`src/hw/sbt_cfg.svh`:
```
// Constants for the sixteen-bit counter/timer: offsets, field positions and reset values.
`ifndef SBT_CFG_SVH
`define SBT_CFG_SVH
`define SBT_W 16
`define SBT_AW 8
`define SBT_DW 32
`define SBT_NCH 4
`define SBT_NIRQ 5
`define SBT_ZERO16 16'h0000
`define SBT_ONE16 16'h0001
`define SBT_OFS_IR 8'h00
`define SBT_OFS_TCR 8'h04
`define SBT_OFS_TC 8'h08
`define SBT_OFS_PR 8'h0C
`define SBT_OFS_PC 8'h10
`define SBT_OFS_MCR 8'h14
`define SBT_OFS_MR0 8'h18
`define SBT_OFS_MR1 8'h1C
`define SBT_OFS_MR2 8'h20
`define SBT_OFS_MR3 8'h24
`define SBT_OFS_CCR 8'h28
`define SBT_OFS_CAP 8'h2C
`define SBT_OFS_EMR 8'h3C
`define SBT_OFS_COUNT_SOURCE_CONTROL 8'h70
`define SBT_OFS_PWMC 8'h74
`define SBT_TCR_EN 0
`define SBT_TCR_RST 1
`define SBT_MCR_INT 0
`define SBT_MCR_RST 1
`define SBT_MCR_STOP 2
`define SBT_MCR_STRIDE 3
`define SBT_MCR_W 12
`define SBT_CCR_RISE 0
`define SBT_CCR_FALL 1
`define SBT_CCR_INT 2
`define SBT_CCR_W 3
`define SBT_IR_CAP 4
`define SBT_EMR_CTRL 4
`define SBT_EMC_W 8
`define SBT_COUNT_SOURCE_CONTROL_MODE 0
`define SBT_COUNT_SOURCE_CONTROL_SEL 2
`define SBT_INSEL_CAP 2'h0
`define SBT_EMC_NONE 2'h0
`define SBT_EMC_LOW 2'h1
`define SBT_EMC_HIGH 2'h2
`define SBT_EMC_TGL 2'h3
`endif

```
`src/hw/sbt_pkg.sv`:
```
// Types shared by the sixteen-bit counter/timer modules.
`include "sbt_cfg.svh"
package sbt_pkg;
    typedef enum logic [1:0] {SBT_MODE_TIMER, SBT_MODE_RISE, SBT_MODE_FALL, SBT_MODE_BOTH} sbt_mode_e;
    typedef logic [`SBT_W-1:0] sbt_word_t;
    typedef struct packed {
        logic [`SBT_NIRQ-1:0] ir;
        logic en;
        logic rst;
        sbt_word_t tc;
        sbt_word_t pr;
        sbt_word_t pc;
        logic [`SBT_MCR_W-1:0] match_control;
        sbt_word_t [`SBT_NCH-1:0] mr;
        logic [`SBT_CCR_W-1:0] capture_control;
        sbt_word_t cap;
        logic [`SBT_EMC_W-1:0] emc;
        sbt_mode_e mode;
        logic [1:0] insel;
        logic [`SBT_NCH-1:0] pwm;
        logic [`SBT_NCH-1:0] hit_q;
        logic [`SBT_DW-1:0] rdata;
    } sbt_state_s;
    typedef struct packed {
        logic prev;
    } sbt_edge_s;
    typedef struct packed {
        logic pin;
    } sbt_pin_s;
endpackage : sbt_pkg

```
`src/hw/sbt_edge.sv`:
```
// Edge detector for the capture input, with separate rising and falling enables.
`timescale 1ns/10ps
`include "sbt_cfg.svh"
module sbt_edge
    import sbt_pkg::*;
(
    input wire logic i_core_clk,
    input wire logic i_rstn,
    input wire logic i_ce,
    input wire logic i_sig,
    input wire logic i_rise_en,
    input wire logic i_fall_en,
    output logic o_evt
);
    sbt_edge_s s_reg;
    sbt_edge_s s_next;

    // The previous level is remembered for edge comparison.
    always_comb
    begin
        s_next = s_reg;
        s_next.prev = i_sig;
    end

    // State holds while the clock enable is low.
    always_ff @(posedge i_core_clk)
    begin
        if (!i_rstn)
            s_reg <= '0;
        else if (i_ce)
            s_reg <= s_next;
    end

    // A selected edge gives a one-cycle strobe.
    assign o_evt = i_ce & ((i_rise_en & i_sig & ~s_reg.prev) | (i_fall_en & ~i_sig & s_reg.prev));
endmodule : sbt_edge

```
`src/hw/sbt_match_pin.sv`:
```
// One external match output: set, clear, toggle on match, or single-edge PWM.
`timescale 1ns/10ps
`include "sbt_cfg.svh"
module sbt_match_pin
    import sbt_pkg::*;
(
    input wire logic i_core_clk,
    input wire logic i_rstn,
    input wire logic i_ce,
    input wire logic i_hit,
    input wire logic [1:0] i_ctrl,
    input wire logic i_pwm,
    input wire logic i_ge,
    input wire logic i_wr,
    input wire logic i_wbit,
    output logic o_pin
);
    sbt_pin_s s_reg;
    sbt_pin_s s_next;

    // Software write wins, then PWM level, then the match action.
    always_comb
    begin
        s_next = s_reg;
        if (i_wr)
            s_next.pin = i_wbit;
        else if (i_pwm)
            s_next.pin = i_ge;
        else if (i_hit)
        begin
            case (i_ctrl)
                `SBT_EMC_LOW: s_next.pin = 1'b0;
                `SBT_EMC_HIGH: s_next.pin = 1'b1;
                `SBT_EMC_TGL: s_next.pin = ~s_reg.pin;
                default: s_next.pin = s_reg.pin;
            endcase
        end
    end

    // Pin state register.
    always_ff @(posedge i_core_clk)
    begin
        if (!i_rstn)
            s_reg <= '0;
        else if (i_ce)
            s_reg <= s_next;
    end

    assign o_pin = s_reg.pin;
endmodule : sbt_match_pin

```
`src/hw/sbt_timer.sv`:
```
// Sixteen-bit counter/timer with prescaler, four matches, one capture and match outputs.
//
// Added by the designer: the plain strobed port.
`timescale 1ns/10ps
`include "sbt_cfg.svh"
module sbt_timer
    import sbt_pkg::*;
#(
    parameter int NUM_PINS = 3
)
(
    input wire logic i_core_clk,
    input wire logic i_rstn,
    input wire logic i_ce,
    input wire logic [`SBT_AW-1:0] i_addr,
    input wire logic [`SBT_DW-1:0] i_wdata,
    input wire logic i_wr,
    input wire logic i_rd,
    output logic [`SBT_DW-1:0] o_rdata,
    input wire logic i_cap,
    output logic [NUM_PINS-1:0] o_match
);
    sbt_state_s s_reg;
    sbt_state_s s_next;
    logic [`SBT_NCH-1:0] eq;
    logic [`SBT_NCH-1:0] hit;
    logic [`SBT_NCH-1:0] pins;
    logic [`SBT_NIRQ-1:0] set_flags;
    logic [`SBT_NIRQ-1:0] clr_flags;
    logic rst_hit;
    logic stop_now;
    logic tick;
    logic cnt_evt;
    logic cap_evt;
    logic wr_tc;
    logic wr_pc;
    logic wr_tcr;
    logic wr_emr;

    // Picks one control bit of one channel out of the match control field.
    function automatic logic mcr_bit(input logic [`SBT_MCR_W-1:0] match_control, input int ch, input int kind);
        mcr_bit = match_control[ch * `SBT_MCR_STRIDE + kind];
    endfunction : mcr_bit

    // Write strobes that the match pin units, the flag logic and the checks need.
    assign wr_tc = i_wr & (i_addr == `SBT_OFS_TC);
    assign wr_pc = i_wr & (i_addr == `SBT_OFS_PC);
    assign wr_tcr = i_wr & (i_addr == `SBT_OFS_TCR);
    assign wr_emr = i_wr & (i_addr == `SBT_OFS_EMR);
    assign clr_flags = (i_wr & (i_addr == `SBT_OFS_IR)) ? i_wdata[`SBT_NIRQ-1:0] : '0;

    // Edge source for counter mode, chosen by the count control mode.
    sbt_edge u_cnt_edge (
        .i_core_clk(i_core_clk),
        .i_rstn(i_rstn),
        .i_ce(i_ce),
        .i_sig(i_cap),
        .i_rise_en(s_reg.mode == SBT_MODE_RISE || s_reg.mode == SBT_MODE_BOTH),
        .i_fall_en(s_reg.mode == SBT_MODE_FALL || s_reg.mode == SBT_MODE_BOTH),
        .o_evt(cnt_evt)
    );

    // Edge source for capture, chosen by the capture control bits.
    sbt_edge u_cap_edge (
        .i_core_clk(i_core_clk),
        .i_rstn(i_rstn),
        .i_ce(i_ce),
        .i_sig(i_cap),
        .i_rise_en(s_reg.capture_control[`SBT_CCR_RISE]),
        .i_fall_en(s_reg.capture_control[`SBT_CCR_FALL]),
        .o_evt(cap_evt)
    );

    // Match compare per channel; an event fires on the first cycle of equality.
    always_comb
    begin
        eq = '0;
        hit = '0;
        rst_hit = 1'b0;
        stop_now = 1'b0;
        set_flags = '0;
        for (int i = 0; i < `SBT_NCH; i++)
        begin
            eq[i] = (s_reg.tc == s_reg.mr[i]);
            hit[i] = eq[i] & ~s_reg.hit_q[i];
            rst_hit = rst_hit | (eq[i] & mcr_bit(s_reg.match_control, i, `SBT_MCR_RST));
            stop_now = stop_now | (hit[i] & mcr_bit(s_reg.match_control, i, `SBT_MCR_STOP));
            set_flags[i] = hit[i] & mcr_bit(s_reg.match_control, i, `SBT_MCR_INT);
        end
        set_flags[`SBT_IR_CAP] = cap_evt & s_reg.capture_control[`SBT_CCR_INT];
    end

    // One prescaler step: every clock in timer mode, every selected edge in counter mode when the input select picks the capture pin.
    assign tick = s_reg.en & ~s_reg.rst & ~stop_now &
        ((s_reg.mode == SBT_MODE_TIMER) | (cnt_evt & (s_reg.insel == `SBT_INSEL_CAP)));

    // Next-state logic: counting first, then hardware events, then software writes.
    always_comb
    begin
        s_next = s_reg;
        s_next.rdata = '0;
        s_next.hit_q = eq;
        if (s_reg.rst)
        begin
            s_next.tc = `SBT_ZERO16;
            s_next.pc = `SBT_ZERO16;
        end
        else if (tick)
        begin
            if (s_reg.pc == s_reg.pr)
            begin
                s_next.pc = `SBT_ZERO16;
                s_next.tc = rst_hit ? `SBT_ZERO16 : s_reg.tc + `SBT_ONE16;
            end
            else
                s_next.pc = s_reg.pc + `SBT_ONE16;
        end
        if (stop_now)
            s_next.en = 1'b0;
        // A flag raised in the cycle it is cleared stays set.
        s_next.ir = (s_reg.ir & ~clr_flags) | set_flags;
        if (cap_evt)
            s_next.cap = s_reg.tc;
        if (i_wr)
        begin
            case (i_addr)
                `SBT_OFS_TCR:
                begin
                    s_next.en = i_wdata[`SBT_TCR_EN];
                    s_next.rst = i_wdata[`SBT_TCR_RST];
                end
                `SBT_OFS_TC: s_next.tc = i_wdata[`SBT_W-1:0];
                `SBT_OFS_PR: s_next.pr = i_wdata[`SBT_W-1:0];
                `SBT_OFS_PC: s_next.pc = i_wdata[`SBT_W-1:0];
                `SBT_OFS_MCR: s_next.match_control = i_wdata[`SBT_MCR_W-1:0];
                `SBT_OFS_MR0: s_next.mr[0] = i_wdata[`SBT_W-1:0];
                `SBT_OFS_MR1: s_next.mr[1] = i_wdata[`SBT_W-1:0];
                `SBT_OFS_MR2: s_next.mr[2] = i_wdata[`SBT_W-1:0];
                `SBT_OFS_MR3: s_next.mr[3] = i_wdata[`SBT_W-1:0];
                `SBT_OFS_CCR: s_next.capture_control = i_wdata[`SBT_CCR_W-1:0];
                `SBT_OFS_EMR: s_next.emc = i_wdata[`SBT_EMR_CTRL +: `SBT_EMC_W];
                `SBT_OFS_COUNT_SOURCE_CONTROL:
                begin
                    s_next.mode = sbt_mode_e'(i_wdata[`SBT_COUNT_SOURCE_CONTROL_MODE +: 2]);
                    s_next.insel = i_wdata[`SBT_COUNT_SOURCE_CONTROL_SEL +: 2];
                end
                `SBT_OFS_PWMC: s_next.pwm = i_wdata[`SBT_NCH-1:0];
                default: s_next.en = s_next.en;
            endcase
        end
        if (i_rd)
        begin
            case (i_addr)
                `SBT_OFS_IR: s_next.rdata[`SBT_NIRQ-1:0] = s_reg.ir;
                `SBT_OFS_TCR:
                begin
                    s_next.rdata[`SBT_TCR_EN] = s_reg.en;
                    s_next.rdata[`SBT_TCR_RST] = s_reg.rst;
                end
                `SBT_OFS_TC: s_next.rdata[`SBT_W-1:0] = s_reg.tc;
                `SBT_OFS_PR: s_next.rdata[`SBT_W-1:0] = s_reg.pr;
                `SBT_OFS_PC: s_next.rdata[`SBT_W-1:0] = s_reg.pc;
                `SBT_OFS_MCR: s_next.rdata[`SBT_MCR_W-1:0] = s_reg.match_control;
                `SBT_OFS_MR0: s_next.rdata[`SBT_W-1:0] = s_reg.mr[0];
                `SBT_OFS_MR1: s_next.rdata[`SBT_W-1:0] = s_reg.mr[1];
                `SBT_OFS_MR2: s_next.rdata[`SBT_W-1:0] = s_reg.mr[2];
                `SBT_OFS_MR3: s_next.rdata[`SBT_W-1:0] = s_reg.mr[3];
                `SBT_OFS_CCR: s_next.rdata[`SBT_CCR_W-1:0] = s_reg.capture_control;
                `SBT_OFS_CAP: s_next.rdata[`SBT_W-1:0] = s_reg.cap;
                `SBT_OFS_EMR:
                begin
                    s_next.rdata[`SBT_NCH-1:0] = pins;
                    s_next.rdata[`SBT_EMR_CTRL +: `SBT_EMC_W] = s_reg.emc;
                end
                `SBT_OFS_COUNT_SOURCE_CONTROL:
                begin
                    s_next.rdata[`SBT_COUNT_SOURCE_CONTROL_MODE +: 2] = s_reg.mode;
                    s_next.rdata[`SBT_COUNT_SOURCE_CONTROL_SEL +: 2] = s_reg.insel;
                end
                `SBT_OFS_PWMC: s_next.rdata[`SBT_NCH-1:0] = s_reg.pwm;
                default: s_next.rdata = '0;
            endcase
        end
    end

    // All state clears on reset and freezes while the clock enable is low.
    always_ff @(posedge i_core_clk)
    begin
        if (!i_rstn)
            s_reg <= '0;
        else if (i_ce)
            s_reg <= s_next;
    end

    // One match output unit per channel; the unpinned ones still keep state.
    for (genvar g = 0; g < `SBT_NCH; g++)
    begin : g_pin
        sbt_match_pin u_pin (
            .i_core_clk(i_core_clk),
            .i_rstn(i_rstn),
            .i_ce(i_ce),
            .i_hit(hit[g]),
            .i_ctrl(s_reg.emc[2 * g +: 2]),
            .i_pwm(s_reg.pwm[g]),
            .i_ge(s_reg.tc >= s_reg.mr[g]),
            .i_wr(wr_emr),
            .i_wbit(i_wdata[g]),
            .o_pin(pins[g])
        );
    end

    assign o_match = pins[NUM_PINS-1:0];
    assign o_rdata = s_reg.rdata;
endmodule : sbt_timer

```
`config.mk`:
```
export PLATFORM = sky130hd
export DESIGN_NAME = sbt_timer
export DESIGN_NICKNAME = d
export VERILOG_FILES = /design/src/hw/sbt_pkg.sv /design/src/hw/sbt_edge.sv /design/src/hw/sbt_match_pin.sv /design/src/hw/sbt_timer.sv
export VERILOG_INCLUDE_DIRS = /design/src /design/src/hw
export SDC_FILE = /design/constraint.sdc
export NUM_CORES = 1
export LEC_CHECK = 0
export BUFFER_PORTS_ARGS = -buffer_cell sky130_fd_sc_hd__buf_2
export CORE_ASPECT_RATIO = 0.8
export CORE_MARGIN = 5
export CORE_UTILIZATION = 37
export CTS_BUF_LIST = sky130_fd_sc_hd__clkbuf_16
export CTS_CLUSTER_DIAMETER = 150
export CTS_CLUSTER_SIZE = 10
export DETAILED_ROUTE_END_ITERATION = 8
export GPL_TIMING_DRIVEN = 0
export PLACE_DENSITY = 0.62
export SETUP_SLACK_MARGIN = 0.1
export SLEW_MARGIN = 40
export SYNTH_ARGS = -nofsm -noshare
export SYNTH_HDL_FRONTEND = slang
export SYNTH_SLANG_ARGS = --single-unit
```
`constraint.sdc`:
```
create_clock -name i_core_clk -period 3.5 [get_ports i_core_clk]
set_input_delay 0.7 -clock i_core_clk [delete_from_list [all_inputs] [get_ports i_core_clk]]
set_output_delay 0.7 -clock i_core_clk [all_outputs]
set_load 0.01 [all_outputs]
```
* Word level (Yosys, flattened, before mapping)
Cells that the tools add are included.
** Word-level totals
- Word-level logic and storage cells :: 194
- Bits in registers :: 207
- Output and inout port bits :: 35
** Cells by class
- Magnitude comparators :: 4
- Bitwise logic cells :: 57
- Reductions and logical operators :: 29
- Add/subtract/negate cells :: 2
- Multiplexer cells :: 44
- Equality and inequality tests :: 34
** Operators with widths (count)
- two-way mux 16 bit :: 15
- two-way mux 129 bit :: 1
- equality test 16 bit :: 5
- one-hot mux 7 bit (10 select lines) :: 1
- greater-or-equal comparator 16 bit :: 4
- AND reduction 3 bit :: 15
- equality test 8 x 6 -> 1 bit (second input constant) :: 5
- bitwise AND 1 bit :: 33
- adder 16 x 1 -> 16 bit (second input constant) :: 2
- equality test 8 x 5 -> 1 bit (second input constant) :: 4
- one-hot mux 4 bit (8 select lines) :: 1
- one-hot mux 2 bit (15 select lines) :: 1
- equality test 2 bit (second input constant) :: 10
- nonzero test 5 bit :: 4
- equality test 8 x 4 -> 1 bit (second input constant) :: 2
- equality test 8 x 7 -> 1 bit (second input constant) :: 2
- two-way mux 1 bit :: 15
- one-hot mux 1 bit (14 select lines) :: 1
- one-hot mux 1 bit (13 select lines) :: 1
- two-way mux 12 bit :: 1
- inverter 1 bit :: 12
- one-hot mux 1 bit (3 select lines) :: 4
- nonzero test 3 bit :: 4
- one-hot mux 1 bit (11 select lines) :: 1
- other kinds (12) :: 26

* Longest topological paths before layout
Gate-level depths: netlist of the first run.
- Depth in word-level cells :: 13
- Mapped depth :: 12
- Mapped depth without buffers :: 10

* Cells and area by module
Synthesis of the first run repeated with hierarchy kept, for this count alone.
** Unflattened totals
- Cells, all modules :: 1511
- Area total of the unflattened synthesis :: 11651.2 sq um
** By module, submodules not included
- sbt_timer :: cells each 1443, times used 1, area an instance 11035.6 sq um
- sbt_match_pin :: cells each 14, times used 4, area an instance 125.1 sq um
- sbt_edge :: cells each 6, times used 2, area an instance 57.6 sq um

* Least setup slack after synthesis of the first run
OpenSTA, ideal clock, no wires.
- Path kind :: input-to-reg
- Start point :: input i_addr[2]
- End point :: register s_reg[151] (netlist name)
- Path slack :: 0.909 ns
- Cell stages on the path :: 11
- Data required time :: 3.372 ns
- Data arrival time :: 2.464 ns
- Cells stage by stage :: buf_2 -> or4_4 -> nor2_4 -> and2_1 -> buf_4 -> nor2_1 -> nand2_2 -> buf_4 -> o21ai_0 -> a22oi_1 -> nor2_1
** On the way
- Longest elaborated chain between the ends :: 3
** Ends and longest elaborated chain
- start: declaration :: RTL line sbt_timer.sv:15 : input wire logic [`SBT_AW-1:0] i_addr,
- equality test 8 x 5 -> 1 bit :: RTL line sbt_timer.sv:126 : case (i_addr)
- two-way mux 16 bit :: RTL line sbt_timer.sv:126
- two-way mux 129 bit :: RTL line sbt_timer.sv:124 : if (i_wr)
- end signal: assignment :: RTL line sbt_timer.sv:192 : s_reg <= s_next;
- end: declaration :: RTL line sbt_timer.sv:23 : sbt_state_s s_reg;
Every way passes these cells.
A chain may end at the register's enable or synchronous reset.

* Final worst setup path of the first run
- Start point :: register s_reg[179] (netlist name)
- End point :: register s_reg[194] (netlist name)
** On the way
- Longest elaborated chain between the ends :: 13
- Elaborated cells between the ends (all ways) :: 32
- Those cells by class :: add/sub (1); eq/ne (4); mux (6); bitwise (21)
** Ends and longest elaborated chain
- equality test 16 bit :: RTL line sbt_timer.sv:84 : eq[i] = (s_reg.tc == s_reg.mr[i]);
- bitwise AND 1 bit :: RTL line sbt_timer.sv:85 : hit[i] = eq[i] & ~s_reg.hit_q[i];
- bitwise AND 1 bit :: RTL line sbt_timer.sv:87 : stop_now = stop_now | (hit[i] & mcr_bit(s_reg.match_control, i, `SBT_MCR_STOP));
- OR 1 bit (3 in a row) :: RTL line sbt_timer.sv:87
- inverter 1 bit :: RTL line sbt_timer.sv:94 : assign tick = s_reg.en & ~s_reg.rst & ~stop_now &
- bitwise AND 1 bit (2 in a row) :: RTL line sbt_timer.sv:94
- two-way mux 16 bit (*) :: RTL line sbt_timer.sv:108 : else if (tick)
- two-way mux 16 bit (*) :: RTL line sbt_timer.sv:103 : if (s_reg.rst)
- two-way mux 16 bit :: RTL line sbt_timer.sv:126
- two-way mux 129 bit (*) :: RTL line sbt_timer.sv:124
Every way passes the cells marked *; elsewhere a longest branch is shown, timed or not.

==> run_results.csv, run 1 <==
group,metric,value,unit
worst_setup_path,worst_r2r_endpoint,"s_reg[194]",
worst_hold_path,hold-path-endpoint,"s_reg[80]",
worst_setup_path,worst-r2r-cell-count,12,
yosys,synth_edf_count,0,
route,ant_nets,0,
finish,synthToLayoutAreaGrowth,12.1,%
finish,drive_above_1_share,10.8,%
clock_network,clock_tree.buffer_depth,2,
worst_hold_path,worst_hold_path.num_cells,2,
pwr,switching_power,1.24,mW
pwr,power-per-cell-area,353,nW/um2
pwr,worst_ir_drop_vdd,356,uV
yosys,synth.area.top_cells,"dfxtp_1 34%, nand2_1 9.3%, a21oi_1 7.7%",
sta,postLayoutSetupSlackWorst,0.159,ns
finish,fillerInstances,3181,
placement,port-buffer-count,36,
finish,multiInputGateArea,6560,um2
yosys,synthesis.area,11300,um2
clock_network,cts-root-buf,"clkbuf_16",
worst_setup_path,worst_path_max_fanout,10,
clock_network,cts.htree.levels,4,
sta,worst_case_headroom_to_the_max_slew_limit,38.8,%
sta,final_min_period_over_clock_period,95.5,%
pwr,cell_internal_pwr,3.24,mW
pwr,design_power_total,4.48,mW
finish,flip_flop_and_latch_area,3830,um2
route,detail_route.vias_per_cell,5.96,
finish,largest_reg_flops,170,
sta,slew_viol_final,0,
sta,finalHoldWorstSlack,0.462,ns
route,via_count,11796,
worst_hold_path,worst_hold_startpoint,"s_reg[80]",
sta,worst_slew_pin_slew,0.917,ns
yosys,synth_ff_type,"dfxtp_1",
sta,rsz_0062_raised_after_global_routing,"yes",
yosys,synth_most_common_cell,"nand2_1",
die,dieHeight,166,um
yosys,syn-mean-instance-area,7.66,um2
yosys,ys_seq_area_share,33.8,%
route,post_drt_wl_per_cell,23.3,um
finish,n_antenna_cell,0,
pwr,power.clock.fraction,44.5,%
yosys,yosysTopAreaCell,"dfxtp_1",
clock_network,hold_buffers,0,
die,die_width,206,um
die,overall_die_area,34200,um2
clock_network,clk_latency,0.45,ns
yosys,synth.ff_latch_count,191,
worst_setup_path,timing_worst_setup_path_type,"reg2reg",
route,post-route-drc-count,0,
global_routing,grt_max_degree,18,
global_routing,grt_use_total,26.2,%
die,floorplan.initialDensity,37.4,%
worst_setup_path,regToRegSetupSlack,0.16,ns
worst_setup_path,critical_path_arrival,3.70,ns
clock_network,cts_num_sinks,191,
yosys,synth_top_cells_by_count,"280 x nand2_1, 191 x dfxtp_1, 174 x a21oi_1",
placement,weighted_congestion_at_the_end_of_routability_driven_global_placement,1.00,
worst_hold_path,min_path_type,"reg2reg",
worst_setup_path,worst-endpoint-required,3.85,ns
worst_setup_path,start_kind,"register",
pwr,seq_power_share,48.9,%
placement,post-dp-hpwl,35400,um
finish,design.final.nets,1667,
clock_network,number_of_clock_buffers_inserted_by_tritoncts,17,
pwr,switching_share,27.6,%
route,drtIter0Drc,1606,
worst_setup_path,regToRegStartpoint,"s_reg[179]",
sta,final_period_minus_worst_setup_slack,3.34,ns
global_routing,number_of_global_route_vias_before_repair,10998,
clock_network,path_clk_slew,0.08,ns
placement,detailedPlace.worstSlack,0.0425,ns
die,placement_rows,57,
yosys,synthDominantCellAreaShare,33.8,%
route,drt-pass1-iter-count,6,
sta,worst_clock_skew,0.0132,ns
run,cap_violations,0,
die,i_o_pins,81,
yosys,post_synth_num_cell_types,76,
clock_network,tritoncts,"built",
yosys,async_flop_share,0,%
worst_setup_path,crit_path_end_kind,"register",
status,result_of_the_run,"complete, no violations",
sta,timing.final.hold_violations,0,
finish,post-route-util,41.9,%
pwr,p_comb_share,6.6,%
yosys,netlist_instances,1478,
die,coreArea,30200,um2
route,finalWirelength,46200,um
sta,final.setup.tns,0,ns
pwr,p_leak,4.64,nW
global_routing,grt_remaining_overflow,0,
yosys,synth.yosys.warnings,0,
global_routing,number_of_antenna_violations_at_the_first_check_in_global_routing,1,
global_routing,grt_pass1_wl,68000,um
sta,achievable-frequency,0.299,GHz
sta,finalSetupViolations,0,
## cell usage in the layout (no fill, tap or decap), types with 17 or more instances in the layout
| cell | Yosys | routed |
|---|---|---|
| inv_1 | 77 | 79 |
| clkbuf_1 | 66 | 64 |
| and3_1 | 18 | 18 |
| buf_4 | 40 | 45 |
| dfxtp_1 | 191 | 189 |
| nor2_1 | 85 | 85 |
| buf_2 | 25 | 62 |
| a21oi_1 | 174 | 174 |
| nor2b_1 | 17 | 17 |
| nand2_1 | 280 | 280 |
| clkbuf_16 | 0 | 17 |
| o21ai_0 | 43 | 43 |
| nand3_1 | 43 | 43 |
| a221oi_1 | 21 | 21 |
| a222oi_1 | 17 | 17 |
| xor2_1 | 20 | 20 |
| nand4_1 | 32 | 32 |
| a31oi_1 | 24 | 24 |
| mux2i_1 | 21 | 21 |
| a22oi_1 | 34 | 34 |
| ha_1 | 68 | 68 |
## power groups by stage
stage	Combinational [mW]	Clock, mW	Sequential (mW)
after global placement	0.279	0	2.24
after floorplan	0.153	0	2.23
final	0.295	1.99	2.19
after detailed placement	0.281	0	2.24
after CTS	0.282	2.00	2.19
after global routing	0.306	2.08	2.19
## kinds of logic after synthesis
group	synth area share, %
compound gates	22.5
buf+inv	8.77
other cells	0.0331
fa+ha+maj	7.52
mux	2.16
xor+xnor	1.78
simple gates	23.5
flops	33.8
## critical path, stage by stage, from the launching register on
cell and delay, ns:
dfxtp_1 0.45, inv_1 0.25, ha_1 0.35, nand4_1 0.20, nor4_4 0.50, a32oi_1 0.34
and4b_1 0.30, buf_6 0.15, and2_1 0.13, buf_4 0.16, a41oi_1 0.21, o21ai_1 0.08
o311ai_1 0.11
## metrics by stage
step                cells  instance area [um2]
floorplan            1493                11400
global placement     1942                12100
detailed placement   1942                12100
CTS                  1976                12700
global route         1979                12700
finish               1979                12700
## repair_timing
item | CTS | global route
buffers inserted | 2 | 3
pin swaps | 1 | 2
gates resized for setup | 0 | 2
setup endpoints to repair | 3 | 12
cloned | 0 | 0
## cell type report
class                           count  area share [%]
Tap cell                          413            4.07
Sequential cell                   191            30.2
Clock inverter                     15            1.09
Timing Repair Buffer               41            1.72
Multi-Input combinational cell   1088            51.7
Buffer                            136            5.55
Clock buffer                       17            3.35
Inverter                           78            2.31
## how the worst max path moves through the flow
stage               start          to  slack, ns  cells after the start
2_1_floorplan   i_addr[2]  s_reg[151]       0.91                     11
3_3_place_gp    i_addr[1]  o_rdata[5]       0.05                      9
3_5_place_dp   s_reg[179]  s_reg[155]       0.04                     11
4_1_cts        s_reg[179]  s_reg[148]       0.11                     11
5_1_grt        s_reg[179]  s_reg[147]       0.08                     11
6_report       s_reg[179]  s_reg[194]       0.16                     12
## routing by layer
layer | vias to the layer above | part of all wire, % | track usage [%]
li1 | 5372 | - | -
met1 | 5617 | 43 | 38.8
met2 | 703 | 41 | 36.8
met3 | 102 | 13 | 7.29
met4 | 2 | 2.8 | 7.92
met5 | - | 0.041 | 0
Power figures use the tool's default switching activity.
==> run 2, diff against run 1 <==
RECOVER_POWER = 25   (was default)
==> run 2 against run 1 <==
  * Worst setup slack got worse by 0.0072 ns
  * Non-clock buffer count unchanged
  * Core utilization decreased by 0.087 points
  * Clock-buffer cell count unchanged
  * Power hardly changed
  * Worst hold slack about the same
  * Maximum frequency fell by 0.21%
  * Clock power barely moved
  * Critical path type unchanged
  * Highest routed layer unchanged
  * Critical endpoint unchanged
  * Via count rose by 0.43%
  * Global-route usage stayed put
==> run_results.csv, run 2 (synthesized netlist as in run 1, its figures left out) <==
group,metric,value,unit
status,result_of_the_run,"complete, no violations",
pwr,p_leak,4.56,nW
route,ant_nets,0,
sta,finalSetupViolations,0,
placement,post-dp-hpwl,35400,um
die,i_o_pins,81,
route,finalWirelength,46100,um
clock_network,cts-root-buf,"clkbuf_16",
clock_network,hold_buffers,0,
sta,worst_case_headroom_to_the_max_slew_limit,38.6,%
route,drt-pass1-iter-count,6,
clock_network,cts.htree.levels,4,
clock_network,clk_latency,0.45,ns
placement,port-buffer-count,36,
sta,timing.final.hold_violations,0,
sta,final.setup.tns,0,ns
global_routing,number_of_global_route_vias_before_repair,10998,
clock_network,clock_tree.buffer_depth,2,
worst_setup_path,worst-r2r-cell-count,12,
clock_network,number_of_clock_buffers_inserted_by_tritoncts,17,
worst_setup_path,timing_worst_setup_path_type,"reg2reg",
sta,rsz_0062_raised_after_global_routing,"yes",
route,post-route-drc-count,0,
sta,final_period_minus_worst_setup_slack,3.35,ns
worst_setup_path,start_kind,"register",
worst_setup_path,list_of_cells_traversed_by_the_critical_path,"inv_1 > ha_1 > nand4_1 > nor4_4 > a32oi_1 > and4b_1 > buf_6 > and2_1 > buf_4 > a41oi_1 > o21ai_1 > o311ai_1",
pwr,design_power_total,4.48,mW
clock_network,tritoncts,"built",
die,floorplan.initialDensity,37.4,%
worst_setup_path,critical_path_arrival,3.70,ns
sta,finalHoldWorstSlack,0.462,ns
sta,achievable-frequency,0.299,GHz
sta,worst_slew_pin_slew,0.921,ns
finish,fillerInstances,3187,
route,via_count,11847,
die,coreArea,30200,um2
worst_hold_path,hold-path-endpoint,"s_reg[80]",
die,overall_die_area,34200,um2
global_routing,number_of_antenna_violations_at_the_first_check_in_global_routing,1,
clock_network,cts_num_sinks,191,
worst_hold_path,min_path_type,"reg2reg",
finish,drive_above_1_share,9.58,%
run,cap_violations,0,
worst_setup_path,critical_path_slowest_stage_cell,"nor4_4",
global_routing,grt_use_total,26.2,%
route,post_drt_wl_per_cell,23.3,um
pwr,power-per-cell-area,354,nW/um2
worst_setup_path,worst_r2r_endpoint,"s_reg[194]",
finish,design.final.nets,1667,
worst_setup_path,worst_path_max_fanout,10,
pwr,worst_ir_drop_vdd,354,uV
worst_setup_path,regToRegStartpoint,"s_reg[179]",
global_routing,grt_pass1_wl,68000,um
sta,final_min_period_over_clock_period,95.7,%
worst_setup_path,regToRegSetupSlack,0.15,ns
sta,worst_clock_skew,0.0127,ns
worst_setup_path,critical-path-max-stage-delay,0.50,ns
die,placement_rows,57,
worst_hold_path,worst_hold_path.num_cells,2,
global_routing,grt_max_degree,18,
sta,slew_viol_final,0,
worst_setup_path,worst-endpoint-required,3.85,ns
die,die_width,206,um
finish,final_common_cell,"nand2_1",
worst_setup_path,crit_path_end_kind,"register",
route,drtIter0Drc,1582,
global_routing,grt_remaining_overflow,0,
finish,post-route-util,41.9,%
finish,layout.cells.most_common_list,"280 x nand2_1, 189 x dfxtp_1, 174 x a21oi_1",
die,dieHeight,166,um
route,detail_route.vias_per_cell,5.99,
finish,largest_reg_flops,170,
clock_network,path_clk_slew,0.08,ns
placement,weighted_congestion_at_the_end_of_routability_driven_global_placement,1.00,
finish,n_antenna_cell,0,
worst_hold_path,worst_hold_startpoint,"s_reg[80]",
finish,synthToLayoutAreaGrowth,11.8,%
run 2: cell count changes in the layout (fill, tap and decap cells not counted):
cell,delta
clkbuf_4,+3
clkbuf_1,+18
or4_4,-1
or4_1,+1
buf_2,-18
buf_4,-3
run 2: report_power, final:
group / leakage (nW) / internal, mW / total, mW / switching (mW)
registers: 1.54 / 2.18 / 2.19 / 0.0116
clock network: 0.277 / 0.995 / 2.00 / 1.00
logic: 2.74 / 0.0679 / 0.294 / 0.226
total: 4.56 / 3.24 / 4.48 / 1.24
run 2: worst max path at each step:
stage	cells past startpoint	slack, ns	start	to
3_5_place_dp	11	0.04	s_reg[179]	s_reg[155]
5_1_grt	11	0.08	s_reg[179]	s_reg[147]
4_1_cts	11	0.11	s_reg[179]	s_reg[148]
2_1_floorplan	11	0.91	i_addr[2]	s_reg[151]
6_report	12	0.15	s_reg[179]	s_reg[194]
3_3_place_gp	9	0.05	i_addr[1]	o_rdata[5]
run 2: critical path, delay by kind of cell, from the launching register on:
| family | cells | cell delay (ns) |
|---|---|---|
| buffers and inverters | 3 | 0.56 |
| AOI/OAI and AO/OA | 4 | 0.74 |
| DFF | 1 | 0.45 |
| and+or+nand+nor | 4 | 1.13 |
| adders and majority gates | 1 | 0.35 |
run 2: routing by layer:
metal / part of all wire (%) / global-route usage [%] / up-vias
li1: - / - / 5371
met1: 43 / 38.8 / 5639
met2: 41 / 36.8 / 723
met3: 13 / 7.29 / 112
met4: 3.0 / 7.92 / 2
met5: 0.041 / 0 / -
run 2: stage by stage:
| step | worst slack [ns] | cell area [um2] | std cells |
|---|---|---|---|
| floorplan | 0.909 | 11400 | 1493 |
| global route | 0.0795 | 12700 | 1979 |
| detailed placement | 0.0425 | 12100 | 1942 |
| CTS | 0.108 | 12700 | 1976 |
| finish | 0.152 | 12700 | 1979 |
| global placement | 0.0517 | 12100 | 1942 |
run 2: final cells by class:
class	instances	area, um2	area share (%)
plain buffers	136	702	5.55
clock buffers	17	425	3.36
clock inverters	15	138	1.09
inverters	78	293	2.31
multi-input cells	1088	6560	51.8
flip-flops and latches	191	3830	30.2
well taps	413	517	4.08
repair buffers	41	198	1.56
run 2: timing repair:
item,in CTS,in global routing
pin swaps,1,2
gates resized for setup,0,2
buffers inserted,2,3
endpoints found under the setup margin,3,12
==> run 3, diff against run 2 <==
--- a/constraint.sdc
+++ b/constraint.sdc
@@ -3,2 +3,2 @@
 set_output_delay 0.7 -clock i_core_clk [all_outputs]
-set_load 0.01 [all_outputs]
+set_load 0.005 [all_outputs]
==> run 3 against run 2 <==
  * Worst hold slack is essentially flat
  * Global-route usage is the same
  * Clock power is essentially flat
  * Clock-buffer cell count is the same
  * Via count shrank 0.23%
  * Core utilization grew 0.054 points
  * Sequential power is essentially flat
  * Combinational power shrank 1%
  * Die area is the same
  * Critical path depth is the same
==> run_results.csv, run 3 (synthesized netlist as in run 1, its figures left out) <==
group,metric,value,unit
global_routing,grt_use_total,26.2,%
sta,final_min_period_over_clock_period,96.3,%
die,floorplan.initialDensity,37.4,%
sta,final.setup.tns,0,ns
pwr,worst_ir_drop_vdd,359,uV
pwr,power-per-cell-area,354,nW/um2
placement,detailedPlace.worstSlack,0.0425,ns
worst_hold_path,min_path_type,"reg2reg",
die,placement_rows,57,
placement,weighted_congestion_at_the_end_of_routability_driven_global_placement,1.00,
clock_network,cts_num_sinks,191,
placement,port-buffer-count,36,
pwr,p_leak,4.61,nW
global_routing,grt_max_degree,18,
sta,final_period_minus_worst_setup_slack,3.37,ns
global_routing,grt_pass1_wl,68000,um
worst_setup_path,start_kind,"register",
sta,worst_slew_pin_slew,0.943,ns
sta,rsz_0062_raised_after_global_routing,"yes",
pwr,power.clock.fraction,44.7,%
clock_network,cts.htree.levels,4,
clock_network,cts-root-buf,"clkbuf_16",
route,ant_nets,0,
finish,largest_reg_flops,170,
global_routing,number_of_antenna_violations_at_the_first_check_in_global_routing,1,
sta,worst_case_headroom_to_the_max_slew_limit,37.1,%
global_routing,number_of_global_route_vias_before_repair,10998,
pwr,seq_power_share,48.9,%
global_routing,grt_remaining_overflow,0,
clock_network,number_of_clock_buffers_inserted_by_tritoncts,17,
clock_network,clock_tree.buffer_depth,2,
worst_setup_path,timing_worst_setup_path_type,"reg2reg",
die,dieHeight,166,um
route,post-route-drc-count,0,
placement,postPlaceCellArea,12100,um2
clock_network,clk_latency,0.46,ns
worst_setup_path,critical_path_arrival,3.72,ns
finish,synthToLayoutAreaGrowth,12.0,%
pwr,switching_power,1.24,mW
route,via_count,11820,
sta,finalHoldWorstSlack,0.462,ns
sta,slew_viol_final,0,
sta,postLayoutSetupSlackWorst,0.130,ns
placement,post-dp-hpwl,35400,um
route,drt-pass1-iter-count,6,
worst_setup_path,worst_path_max_fanout,10,
pwr,cell_internal_pwr,3.24,mW
run,cap_violations,0,
status,result_of_the_run,"complete, no violations",
die,die_width,206,um
sta,finalSetupViolations,0,
die,overall_die_area,34200,um2
clock_network,path_clk_slew,0.08,ns
route,post_drt_wl_per_cell,23.3,um
route,detail_route.vias_per_cell,5.97,
finish,final_common_cell,"nand2_1",
worst_setup_path,worst-endpoint-required,3.85,ns
finish,fin_area,12700,um2
finish,drive_above_1_share,10.4,%
pwr,design_power_total,4.48,mW
placement,placed_cell_count,1942,
worst_setup_path,crit_path_end_kind,"register",
sta,timing.final.hold_violations,0,
pwr,switching_share,27.7,%
pwr,p_comb_share,6.5,%
sta,worst_clock_skew,0.0143,ns
route,finalWirelength,46200,um
finish,design.final.nets,1667,
finish,post-route-util,41.9,%
die,coreArea,30200,um2
sta,achievable-frequency,0.297,GHz
finish,layout.cells.most_common_list,"280 x nand2_1, 189 x dfxtp_1, 174 x a21oi_1",
clock_network,tritoncts,"built",
finish,n_antenna_cell,0,
die,i_o_pins,81,
route,drtIter0Drc,1641,
finish,layout.cells.non_filler,1979,
[run 3: worst paths after layout]
check	start	to	slack [ns]	cells past startpoint
worst min register to register	s_reg[80]	s_reg[80]	0.46	2
worst max-delay path	s_reg[179]	s_reg[194]	0.13	12
worst min-delay path	s_reg[80]	s_reg[80]	0.46	2
worst max register to register	s_reg[179]	s_reg[194]	0.13	12
[run 3: cell type report]
cell class	instances	area, um2
inverters	78	293
fillers	3183	17600
plain buffers	136	702
clock buffers	17	425
well taps	413	517
repair buffers	41	214
flip-flops and latches	191	3830
multi-input cells	1088	6560
clock inverters	15	138
[run 3: repair_timing]
| action | 4_1_cts | 5_1_grt |
|---|---|---|
| hold buffers | 0 | 0 |
| resized for setup | 0 | 2 |
| setup endpoints to repair | 3 | 12 |
| buffers inserted | 2 | 3 |
| pin swaps | 1 | 2 |
| endpoints found under the hold margin | 0 | 0 |
[run 3: routing by layer]
layer | vias to the layer above | GRT usage [%] | part of all wire (%)
met3 | 94 | 7.29 | 14
met2 | 738 | 36.8 | 41
met4 | 2 | 7.92 | 2.6
li1 | 5367 | - | -
met1 | 5619 | 38.8 | 43
met5 | - | 0 | 0.041
[run 3: power by group through the flow]
stage	clock network (mW)	logic, mW	registers (mW)
detailed placement	0	0.277	2.24
CTS	2.00	0.278	2.19
finish	2.00	0.290	2.19
global placement	0	0.275	2.24
global route	2.08	0.301	2.19
floorplan	0	0.149	2.23
[run 3: worst max-delay path, stage by stage, from the launching register on]
cell      delay [ns]
dfxtp_1         0.46
inv_1           0.26
ha_1            0.35
nand4_1         0.20
nor4_4          0.50
a32oi_1         0.34
and4b_1         0.30
buf_6           0.14
and2_1          0.13
buf_4           0.16
a41oi_1         0.21
o21ai_1         0.08
o311ai_1        0.11
